[config.mk]
export PLATFORM = sky130hd
export DESIGN_NAME = dbgag_gate
export DESIGN_NICKNAME = d
export VERILOG_FILES = /design/src/shared/dbgag_pkg.sv /design/src/logic/dbgag_gate.sv
export VERILOG_INCLUDE_DIRS = /design/src /design/src/shared
export SDC_FILE = /design/constraint.sdc
export NUM_CORES = 1
export LEC_CHECK = 0
export BUFFER_PORTS_ARGS = -buffer_cell sky130_fd_sc_hd__buf_2
export CAP_MARGIN = 20
export CORE_ASPECT_RATIO = 1.25
export CORE_MARGIN = 2
export CORE_UTILIZATION = 50
export CTS_BUF_LIST = sky130_fd_sc_hd__clkbuf_4
export DETAILED_ROUTE_END_ITERATION = 16
export PLACE_DENSITY = 0.77
export SYNTH_ARGS = -nofsm -noshare
export SYNTH_HDL_FRONTEND = slang
export SYNTH_SLANG_ARGS = --single-unit
[constraint.sdc]
create_clock -name clk_i -period 2.6 [get_ports clk_i]
set_input_delay 0.13 -clock clk_i [delete_from_list [all_inputs] [get_ports clk_i]]
set_output_delay 0.13 -clock clk_i [all_outputs]
set_load 0.005 [all_outputs]
[src/shared/dbgag_consts.svh]
`ifndef DBGAG_CONSTS_SVH
`define DBGAG_CONSTS_SVH

// register offsets inside the 4 KB window
`define DBGAG_OFF_IDENT     12'h000
`define DBGAG_OFF_WATCH_FAULT_ADDR_REG      12'h018
`define DBGAG_OFF_VCATCH    12'h01c
`define DBGAG_OFF_EVCATCH   12'h024
`define DBGAG_OFF_RUNCTL    12'h090
`define DBGAG_OFF_BVAL_LO   12'h100
`define DBGAG_OFF_BVAL_HI   12'h114
`define DBGAG_OFF_WVAL_LO   12'h180
`define DBGAG_OFF_WVAL_HI   12'h184
`define DBGAG_OFF_OS_LOCK_ACCESS_REG     12'h300
`define DBGAG_OFF_OS_LOCK_STATUS_REG     12'h304
`define DBGAG_OFF_OS_SAVE_RESTORE_REG     12'h308
`define DBGAG_OFF_PWRDOWN_RESET_CONTROL_REG      12'h310
`define DBGAG_OFF_PWRDOWN_RESET_STATUS_REG      12'h314
`define DBGAG_OFF_OTHER_HI  12'hf00
`define DBGAG_OFF_SLAR      12'hfb0
`define DBGAG_OFF_SLSR      12'hfb4

// field positions
`define DBGAG_OSL_BIT       1
`define DBGAG_SLK_BIT       1
`define DBGAG_SLK_IMPL_BIT  0
`define DBGAG_PWRDOWN_RESET_STATUS_REG_PD_BIT   0
`define DBGAG_PWRDOWN_RESET_STATUS_REG_STK_BIT  1
`define DBGAG_ADDR_EXT_BIT  31

// values
`define DBGAG_SLK_KEY       32'h5a5a_a5a5
`define DBGAG_IDENT_VAL     32'h0000_0001
`define DBGAG_WATCH_FAULT_ADDR_REG_OFF_WIDE 32'h0000_0008
`define DBGAG_WATCH_FAULT_ADDR_REG_OFF_CMP  32'h0000_0004
`define DBGAG_RESP_OK       2'h0
`define DBGAG_RESP_ERR      2'h2
`define DBGAG_N_BVAL        6
`define DBGAG_N_WVAL        2

`endif

[src/shared/dbgag_pkg.sv]
package dbgag_pkg;

   typedef enum logic [3:0] {
      DBGAG_C_IDENT,
      DBGAG_C_EVCATCH,
      DBGAG_C_RUNCTL,
      DBGAG_C_CORE,
      DBGAG_C_OS_LOCK_ACCESS_REG,
      DBGAG_C_OS_LOCK_STATUS_REG,
      DBGAG_C_OS_SAVE_RESTORE_REG,
      DBGAG_C_PWRDOWN_RESET_CONTROL_REG,
      DBGAG_C_PWRDOWN_RESET_STATUS_REG,
      DBGAG_C_SLAR,
      DBGAG_C_SLSR,
      DBGAG_C_MGMT,
      DBGAG_C_RAZ
   } dbgag_class_t;

   typedef struct packed {
      logic [31:0] addr;
      logic rd;
      logic wr;
      logic [31:0] wdata;
      logic [3:0] be;
   } dbgag_req_t;

   typedef struct packed {
      logic [5:0][31:0] bval;
      logic [1:0][31:0] wval;
      logic [31:0] vcatch;
      logic [31:0] watch_fault_addr_reg;
   } dbgag_cmp_t;

   typedef struct packed {
      logic ack;
      logic [31:0] rdata;
      logic [1:0] resp;
      logic [31:0] evcatch;
      logic [31:0] pwrdown_reset_control_reg;
      logic oslock;
      logic slock;
      logic sticky;
      logic [31:0] os_save_restore_reg;
      logic runctl_vld;
      logic [31:0] runctl;
      dbgag_cmp_t cmp;
   } dbgag_state_t;

endpackage : dbgag_pkg

[src/logic/dbgag_gate.sv]
// What this block does
// - value registers hold plain virtual addresses
// - vector catch uses vectors as virtual addresses
// - fault address adds 8 wide, 4 compact
// - bus and debug-domain registers survive core off
// - core reset clears only core-domain debug state
// - warm reset spares all debug state
// - debug reset clears all debug but sets both locks, no core logic
// - soft lock ignores writes except lock access
// - address bit 31 high overrides soft lock
// - os lock errors core-domain register accesses
// - locks kept in debug domain, debug reset only
// - reserved access under lock: either answer fine
// - powerdown request errors core-domain accesses
// - sticky set on powerdown, cleared by status read
// - sticky bit errors core-domain accesses
// - ident, event catch, run control, management always succeed
// - errored access drops write, read data undefined
// - power status, control, lock status always accessible
// - save/restore defined only powered, locked, not sticky
// - read-only ignores writes, write-only reads undefined
`timescale 1ns/10ps
`include "dbgag_consts.svh"

module dbgag_gate (
   input wire logic clk_i,                // bus clock
   input wire logic rst_b_i,              // debug reset, sync, low
   input wire logic core_por_b_i,         // core power-on reset, low
   input wire logic warm_rst_b_i,         // warm reset, low
   input wire logic [31:0] address,       // byte address, bit31 ext
   input wire logic read,                 // read request
   input wire logic write,                // write request
   input wire logic [31:0] writedata,     // write data
   input wire logic [3:0] byteenable,     // byte lanes
   output logic waitrequest,              // stall
   output logic [31:0] readdata,          // read data
   output logic [1:0] response,           // 0 ok, 2 slave error
   output logic slv_err_o,                // error flag with answer
   input wire logic core_pwrdn_req_i,     // core powerdown request
   input wire logic wp_hit_i,             // watchpoint hit pulse
   input wire logic [31:0] wp_va_i,       // faulting virtual address
   input wire logic wp_compact_i,         // 1 compact, 0 wide state
   output logic core_logic_rst_b_o,       // non-debug core reset
   output logic core_dbg_rst_b_o,         // core-domain debug reset
   output logic [5:0][31:0] break_value_o, // break values, va
   output logic [1:0][31:0] watch_value_o, // watch values, va
   output logic [31:0] vector_catch_o,    // vector catch enables
   output logic [31:0] event_catch_o,     // event catch
   output logic [31:0] pwrdn_ctrl_o,      // powerdown/reset control
   output logic run_ctrl_vld_o,           // run control write pulse
   output logic [31:0] run_ctrl_o,        // run control word
   output logic os_lock_o,                // os lock state
   output logic soft_lock_o,              // software lock state
   output logic sticky_pd_o               // sticky powerdown
);

   ////////////////////////////////////////////////////////////////////
   // decode

   function automatic dbgag_pkg::dbgag_class_t classify(
      input logic [11:0] off
   );
      dbgag_pkg::dbgag_class_t c;
      c = dbgag_pkg::DBGAG_C_RAZ;
      if (off > `DBGAG_OFF_OTHER_HI) begin
         if (off == `DBGAG_OFF_SLAR) begin
            c = dbgag_pkg::DBGAG_C_SLAR;
         end else if (off == `DBGAG_OFF_SLSR) begin
            c = dbgag_pkg::DBGAG_C_SLSR;
         end else begin
            c = dbgag_pkg::DBGAG_C_MGMT;
         end
      end else begin
         case (off)
            `DBGAG_OFF_IDENT: c = dbgag_pkg::DBGAG_C_IDENT;
            `DBGAG_OFF_EVCATCH: c = dbgag_pkg::DBGAG_C_EVCATCH;
            `DBGAG_OFF_RUNCTL: c = dbgag_pkg::DBGAG_C_RUNCTL;
            `DBGAG_OFF_OS_LOCK_ACCESS_REG: c = dbgag_pkg::DBGAG_C_OS_LOCK_ACCESS_REG;
            `DBGAG_OFF_OS_LOCK_STATUS_REG: c = dbgag_pkg::DBGAG_C_OS_LOCK_STATUS_REG;
            `DBGAG_OFF_OS_SAVE_RESTORE_REG: c = dbgag_pkg::DBGAG_C_OS_SAVE_RESTORE_REG;
            `DBGAG_OFF_PWRDOWN_RESET_CONTROL_REG: c = dbgag_pkg::DBGAG_C_PWRDOWN_RESET_CONTROL_REG;
            `DBGAG_OFF_PWRDOWN_RESET_STATUS_REG: c = dbgag_pkg::DBGAG_C_PWRDOWN_RESET_STATUS_REG;
            `DBGAG_OFF_WATCH_FAULT_ADDR_REG,
            `DBGAG_OFF_VCATCH: c = dbgag_pkg::DBGAG_C_CORE;
            default: begin
               if ((off >= `DBGAG_OFF_BVAL_LO &&
                    off <= `DBGAG_OFF_BVAL_HI) ||
                   (off >= `DBGAG_OFF_WVAL_LO &&
                    off <= `DBGAG_OFF_WVAL_HI)) begin
                  c = dbgag_pkg::DBGAG_C_CORE;
               end
            end
         endcase
      end
      return c;
   endfunction : classify

   function automatic logic [31:0] merge(
      input logic [31:0] old,
      input logic [31:0] nw,
      input logic [3:0] be
   );
      logic [31:0] r;
      r = old;
      for (int i = 0; i < 4; i++) begin
         if (be[i]) begin
            r[i*8 +: 8] = nw[i*8 +: 8];
         end
      end
      return r;
   endfunction : merge

   ////////////////////////////////////////////////////////////////////
   // state

   dbgag_pkg::dbgag_state_t state_r;
   dbgag_pkg::dbgag_state_t state_nxt;
   dbgag_pkg::dbgag_req_t req;
   dbgag_pkg::dbgag_class_t cls;
   logic [11:0] off;
   logic ext_acc;
   logic take;
   logic err;
   logic wr_ok;
   logic [2:0] bidx;
   logic widx;

   assign req.addr = address;
   assign req.rd = read;
   assign req.wr = write;
   assign req.wdata = writedata;
   assign req.be = byteenable;

   assign off = req.addr[11:0];
   assign ext_acc = req.addr[`DBGAG_ADDR_EXT_BIT];
   assign cls = classify(off);
   assign bidx = 3'(off[4:2]);
   assign widx = off[2];
   assign take = (req.rd | req.wr) & ~state_r.ack;

   // core-domain registers are gated by powerdown, os lock and sticky
   always_comb begin
      err = 1'b0;
      if (cls == dbgag_pkg::DBGAG_C_CORE) begin
         err = core_pwrdn_req_i | state_r.oslock |
               state_r.sticky;
      end
   end

   // soft lock blocks writes unless from the external debugger or to the lock access register
   assign wr_ok = req.wr & ~err &
                  (ext_acc | ~state_r.slock |
                   cls == dbgag_pkg::DBGAG_C_SLAR);

   always_comb begin
      state_nxt = state_r;
      state_nxt.runctl_vld = 1'b0;
      state_nxt.ack = take;
      // sticky set on every cycle of powerdown
      if (take && req.rd && cls == dbgag_pkg::DBGAG_C_PWRDOWN_RESET_STATUS_REG) begin
         state_nxt.sticky = 1'b0;
      end
      if (core_pwrdn_req_i) begin
         state_nxt.sticky = 1'b1;
      end
      // watchpoint hit captures fault address with state offset
      if (wp_hit_i) begin
         state_nxt.cmp.watch_fault_addr_reg = wp_va_i + (wp_compact_i ?
            `DBGAG_WATCH_FAULT_ADDR_REG_OFF_CMP : `DBGAG_WATCH_FAULT_ADDR_REG_OFF_WIDE);
      end
      if (take) begin
         state_nxt.resp = err ? `DBGAG_RESP_ERR : `DBGAG_RESP_OK;
         state_nxt.rdata = 32'h0000_0000;
         if (req.rd && !err) begin
            case (cls)
               dbgag_pkg::DBGAG_C_IDENT: state_nxt.rdata = `DBGAG_IDENT_VAL;
               dbgag_pkg::DBGAG_C_EVCATCH: state_nxt.rdata = state_r.evcatch;
               dbgag_pkg::DBGAG_C_OS_LOCK_STATUS_REG: begin
                  state_nxt.rdata[`DBGAG_OSL_BIT] = state_r.oslock;
               end
               dbgag_pkg::DBGAG_C_OS_SAVE_RESTORE_REG: begin
                  // defined only powered up, locked, no sticky
                  if (!core_pwrdn_req_i && state_r.oslock &&
                      !state_r.sticky) begin
                     state_nxt.rdata = state_r.os_save_restore_reg;
                  end
               end
               dbgag_pkg::DBGAG_C_PWRDOWN_RESET_CONTROL_REG: begin
                  state_nxt.rdata = state_r.pwrdown_reset_control_reg;
               end
               dbgag_pkg::DBGAG_C_PWRDOWN_RESET_STATUS_REG: begin
                  state_nxt.rdata[`DBGAG_PWRDOWN_RESET_STATUS_REG_PD_BIT] = core_pwrdn_req_i;
                  state_nxt.rdata[`DBGAG_PWRDOWN_RESET_STATUS_REG_STK_BIT] =
                     state_r.sticky;
               end
               dbgag_pkg::DBGAG_C_SLSR: begin
                  state_nxt.rdata[`DBGAG_SLK_IMPL_BIT] = 1'b1;
                  state_nxt.rdata[`DBGAG_SLK_BIT] = state_r.slock;
               end
               dbgag_pkg::DBGAG_C_CORE: begin
                  if (off == `DBGAG_OFF_WATCH_FAULT_ADDR_REG) begin
                     state_nxt.rdata = state_r.cmp.watch_fault_addr_reg;
                  end else if (off == `DBGAG_OFF_VCATCH) begin
                     state_nxt.rdata = state_r.cmp.vcatch;
                  end else if (off <= `DBGAG_OFF_BVAL_HI) begin
                     state_nxt.rdata = state_r.cmp.bval[bidx];
                  end else begin
                     state_nxt.rdata = state_r.cmp.wval[widx];
                  end
               end
               default: state_nxt.rdata = 32'h0000_0000;
            endcase
         end
         if (wr_ok) begin
            case (cls)
               dbgag_pkg::DBGAG_C_EVCATCH: begin
                  state_nxt.evcatch = merge(state_r.evcatch, req.wdata,
                                            req.be);
               end
               dbgag_pkg::DBGAG_C_RUNCTL: begin
                  state_nxt.runctl_vld = 1'b1;
                  state_nxt.runctl = req.wdata;
               end
               dbgag_pkg::DBGAG_C_OS_LOCK_ACCESS_REG: begin
                  state_nxt.oslock = req.wdata[0];
               end
               dbgag_pkg::DBGAG_C_OS_SAVE_RESTORE_REG: begin
                  if (!core_pwrdn_req_i && state_r.oslock &&
                      !state_r.sticky) begin
                     state_nxt.os_save_restore_reg = req.wdata;
                  end
               end
               dbgag_pkg::DBGAG_C_PWRDOWN_RESET_CONTROL_REG: begin
                  state_nxt.pwrdown_reset_control_reg = merge(state_r.pwrdown_reset_control_reg, req.wdata, req.be);
               end
               dbgag_pkg::DBGAG_C_SLAR: begin
                  state_nxt.slock = (req.wdata != `DBGAG_SLK_KEY);
               end
               dbgag_pkg::DBGAG_C_CORE: begin
                  if (off == `DBGAG_OFF_WATCH_FAULT_ADDR_REG) begin
                     state_nxt.cmp.watch_fault_addr_reg = merge(state_r.cmp.watch_fault_addr_reg,
                                                req.wdata, req.be);
                  end else if (off == `DBGAG_OFF_VCATCH) begin
                     state_nxt.cmp.vcatch = merge(state_r.cmp.vcatch,
                                                  req.wdata, req.be);
                  end else if (off <= `DBGAG_OFF_BVAL_HI) begin
                     state_nxt.cmp.bval[bidx] = merge(
                        state_r.cmp.bval[bidx], req.wdata, req.be);
                  end else begin
                     state_nxt.cmp.wval[widx] = merge(
                        state_r.cmp.wval[widx], req.wdata, req.be);
                  end
               end
               default: state_nxt.runctl_vld = 1'b0;
            endcase
         end
      end
      // core power-on reset clears only core-domain debug state
      if (!core_por_b_i) begin
         state_nxt.cmp = '0;
         state_nxt.os_save_restore_reg = 32'h0000_0000;
      end
   end

   ////////////////////////////////////////////////////////////////////
   // registers; debug reset clears all debug state but sets both locks, warm reset none

   always_ff @(posedge clk_i) begin
      if (!rst_b_i) begin
         state_r <= '0;
         state_r.slock <= 1'b1;
         state_r.oslock <= 1'b1;
      end else begin
         state_r <= state_nxt;
      end
   end

   ////////////////////////////////////////////////////////////////////
   // outputs

   assign waitrequest = (req.rd | req.wr) & ~state_r.ack;
   assign readdata = state_r.rdata;
   assign response = state_r.resp;
   assign slv_err_o = state_r.resp == `DBGAG_RESP_ERR;
   assign core_logic_rst_b_o = core_por_b_i & warm_rst_b_i;
   assign core_dbg_rst_b_o = core_por_b_i & rst_b_i;
   assign break_value_o = state_r.cmp.bval;
   assign watch_value_o = state_r.cmp.wval;
   assign vector_catch_o = state_r.cmp.vcatch;
   assign event_catch_o = state_r.evcatch;
   assign pwrdn_ctrl_o = state_r.pwrdown_reset_control_reg;
   assign run_ctrl_vld_o = state_r.runctl_vld;
   assign run_ctrl_o = state_r.runctl;
   assign os_lock_o = state_r.oslock;
   assign soft_lock_o = state_r.slock;
   assign sticky_pd_o = state_r.sticky;

endmodule : dbgag_gate

==> impl_metrics.json <==
{
  "coreArea_sq_um": 51550,
  "fin_skew_ns": 0.04147,
  "path_max_fanout": 7,
  "portBuffers": 514,
  "finalNetCount": 3454,
  "vias": 24120,
  "final_area_sq_um": 30740,
  "power_density_nw_per_um2": 498.4,
  "holdPathStages": 7,
  "die_x_microns": 208.3,
  "clk_pin_slew_ns": 0.07,
  "overflow": 0,
  "violations": "setup timing",
  "wl_microns": 93900,
  "max_cap_violations": 0,
  "timing.rr.start": "sticky_pd_o",
  "synth_area_leaders": "dfxtp_1 (37%), buf_4 (12%), mux2i_1 (9.3%)",
  "synth_area_leader_cell": "dfxtp_1",
  "start_util": 0.5063,
  "routed-wl-met2_microns": 43830,
  "viasPerCell": 5.884,
  "boundaryPins": 535,
  "synth_cells": 2990,
  "outcome": "finished with violations",
  "root_buffer": "clkbuf_4",
  "worstMarginPinSlew_ns": 1.034,
  "die_area_sq_um": 54050,
  "cp_data_required_time_ns": 3.37,
  "drt_iter0_markers": 2334,
  "startpoint_type": "input port",
  "ys_seq_area_frac": 0.3728,
  "cts_made_buffers": 120,
  "grt_start_max_net_pins": 101,
  "cts_buffer_depth": 3,
  "hold_end": "state_r[12]",
  "cts_max_level": 3,
  "placed_area_sq_um": 27580,
  "cts_tree": "yes",
  "ys_types": 77,
  "routed.top_layer": "met5",
  "synth_top_area_frac": 0.3728,
  "firstDrtPassIters": 6,
  "hp-class": "in2reg",
  "p_comb_frac": 0.092,
  "antenna_found_initial": 7,
  "syn-num-nets": 3102,
  "drive_gt1_frac": 0.3066,
  "met1_length_microns": 37460,
  "dp_hpwl_microns": 67370,
  "timing.rr.end": "state_r[383]",
  "avgRoutedWirePerCell_microns": 22.91,
  "seq_power_share": 0.488,
  "clock.fmax_ghz": 0.3801,
  "cts_sinks": 486,
  "crit_type": "in2reg",
  "ant_nets": 0,
  "synthArstFlopShare": 0,
  "grt_pass1_vias": 23220,
  "place_ws_ns": -0.2192,
  "relSlewSlack": 0.3106,
  "placementRows": 93,
  "peakVddDrop_v": 0.0004210,
  "avgSynthCellArea_sq_um": 8.729,
  "cp-end-kind": "flip-flop",
  "area.growth.synth_to_final_pct": 17.78,
  "drv_slew": 0,
  "hold_viol": 0,
  "final.setup.worst_slack_ns": -0.03079,
  "finalCritPeriodShare": 1.012,
  "synthFlopType": "dfxtp_1",
  "synth_warnings": 0,
  "place.gp.congestion": 0.9622,
  "route.met3.wl_microns": 8058,
  "worstSkewPairLatency_ns": 0.91,
  "intPower_uw": 11170,
  "grt_pass1_wl_microns": 140000,
  "min_from": "wp_va_i[6]",
  "arrival_ns": 3.40,
  "drc_errors": 0,
  "switching_share": 0.2708,
  "die-height_microns": 259.4,
  "synth_area_sq_um": 26100,
  "p_leak_uw": 0.01348,
  "ys_seq_elements": 486,
  "grt.total_usage": 0.3328,
  "r2r_slack_ns": 0.03,
  "clkPwrFrac": 0.420,
  "final.fill_count": 4540,
  "setup_viol": 1,
  "synth_edf_count": 0,
  "reg2reg_depth": 10,
  "p_sw_uw": 4150,
  "period_needed_ns": 2.631
}
cell families after synthesis:
family / count (synthesis) / share of synthesized area
mux: 304 / 0.1334
other cells: 1 / 0.0001437
xor+xnor: 28 / 0.009397
compound gates: 647 / 0.1575
flops: 486 / 0.3728
simple gates: 821 / 0.1591
fa+ha+maj: 3 / 0.001726
buf+inv: 700 / 0.1660
power groups by stage:
stage	Combinational (uW)	Sequential (uW)	Clock, uW
detailed placement	1160	7650	0
global placement	1160	7650	0
finish	1410	7480	6430
global route	1490	7480	6910
floorplan	622	7650	0
CTS	1330	7480	6520
per-stage QoR:
stage,TNS [ns],hold slack (ns),std cells,util,total power [uW]
floorplan,0,0.2474,2990,-,8269
global route,-0.1100,0.1393,4099,0.5963,15880
CTS,0,0.06044,4079,0.5903,15330
global placement,-8.720,0.4212,3732,0.5351,8811
detailed placement,-11.42,0.4336,3732,0.5351,8814
finish,-0.03079,0.08771,4099,0.5963,15320
cell type report:
| type | count | area (sq um) | share of cell area |
|---|---|---|---|
| inverter | 52 | 201.4 | 0.006553 |
| clock buffer | 166 | 1246 | 0.04054 |
| clock inverter | 45 | 240.2 | 0.007815 |
| timing repair buffer | 878 | 6321 | 0.2056 |
| antenna | 3 | 7.507 | 0.0002442 |
| multi-input combinational | 1804 | 12160 | 0.3955 |
| tap | 665 | 832.0 | 0.02707 |
| sequential | 486 | 9733 | 0.3166 |
layer usage:
metal | global-route usage | up-vias
li1 | - | 10970
met1 | 0.4114 | 11610
met2 | 0.5457 | 1271
met3 | 0.07464 | 268
met4 | 0.1701 | 4
met5 | 0 | -
worst max-delay path: stages:
cell	delay [ns]
dlygate4sd3_1	0.56
buf_6	0.13
or4_4	0.45
a211oi_2	0.19
a2bb2oi_2	0.25
a21o_1	0.26
buf_12	0.14
nand4_1	0.11
buf_6	0.18
clkbuf_16	0.16
o21ai_0	0.16
a21oi_1	0.08
dlygate4sd3_1	0.58
layout by cell type (no fill, tap or decap), types with 32 or more instances in the layout:
cell type,netlist,final
a21oi_1,59,59
buf_12,0,47
buf_2,31,513
buf_4,422,175
clkbuf_4,0,166
dfxtp_1,486,485
dlygate4sd3_1,0,133
inv_1,51,49
mux2i_1,242,242
mux4_2,32,32
nand2_1,53,50
nand2b_1,33,33
nand3_1,258,257
nor2_1,323,322
o21a_1,53,53
o21ai_0,296,290
o22ai_1,41,41
flip-flops by register name (all words and copies together), names as in the netlist, 32 cells and up:
signal          cells
watch_value_o      64
run_ctrl_o         32
state_r            65
readdata           32
break_value_o     192
pwrdn_ctrl_o       32
vector_catch_o     32
event_catch_o      32
worst max-delay path by stage:
stage	startpoint	to	slack, ns	cells after the start
finish	address[2]	state_r[383]	-0.03	13
CTS	wp_va_i[3]	state_r[30]	0.001	12
global placement	address[1]	pwrdn_ctrl_o[27]	-0.17	10
global route	wp_va_i[9]	state_r[26]	-0.03	12
detailed placement	address[1]	pwrdn_ctrl_o[27]	-0.22	10
floorplan	address[6]	state_r[0]	0.13	9
synth_stat cells (8+ instances only):
cell type / instances
o21ai_0: 296
buf_4: 422
buf_1: 28
and4_1: 14
buf_6: 11
nor3_1: 14
o211ai_1: 30
and3_1: 13
o22ai_1: 41
inv_1: 51
a21oi_1: 59
nor2b_1: 11
o21a_1: 53
nand4_1: 19
mux2_2: 30
a22o_1: 30
buf_2: 31
nand4_2: 12
o311ai_0: 15
xor2_1: 8
a211o_1: 8
a21o_1: 14
a222oi_1: 9
nor2_1: 323
nand2_1: 53
dfxtp_1: 486
clkbuf_1: 156
nand2b_1: 33
mux2i_1: 242
mux4_2: 32
a211oi_1: 27
a31oi_1: 9
a22oi_1: 14
xnor2_1: 20
nor4_1: 15
nand3_1: 258
a32oi_1: 9
timing repair:
action | in CTS | in global routing
resized for setup | 0 | 31
hold endpoints to repair | 376 | 0
hold buffers | 136 | 0
buffers inserted | 0 | 16
setup endpoints to repair | 0 | 24
No activity file was read; power rests on OpenSTA's default activity.
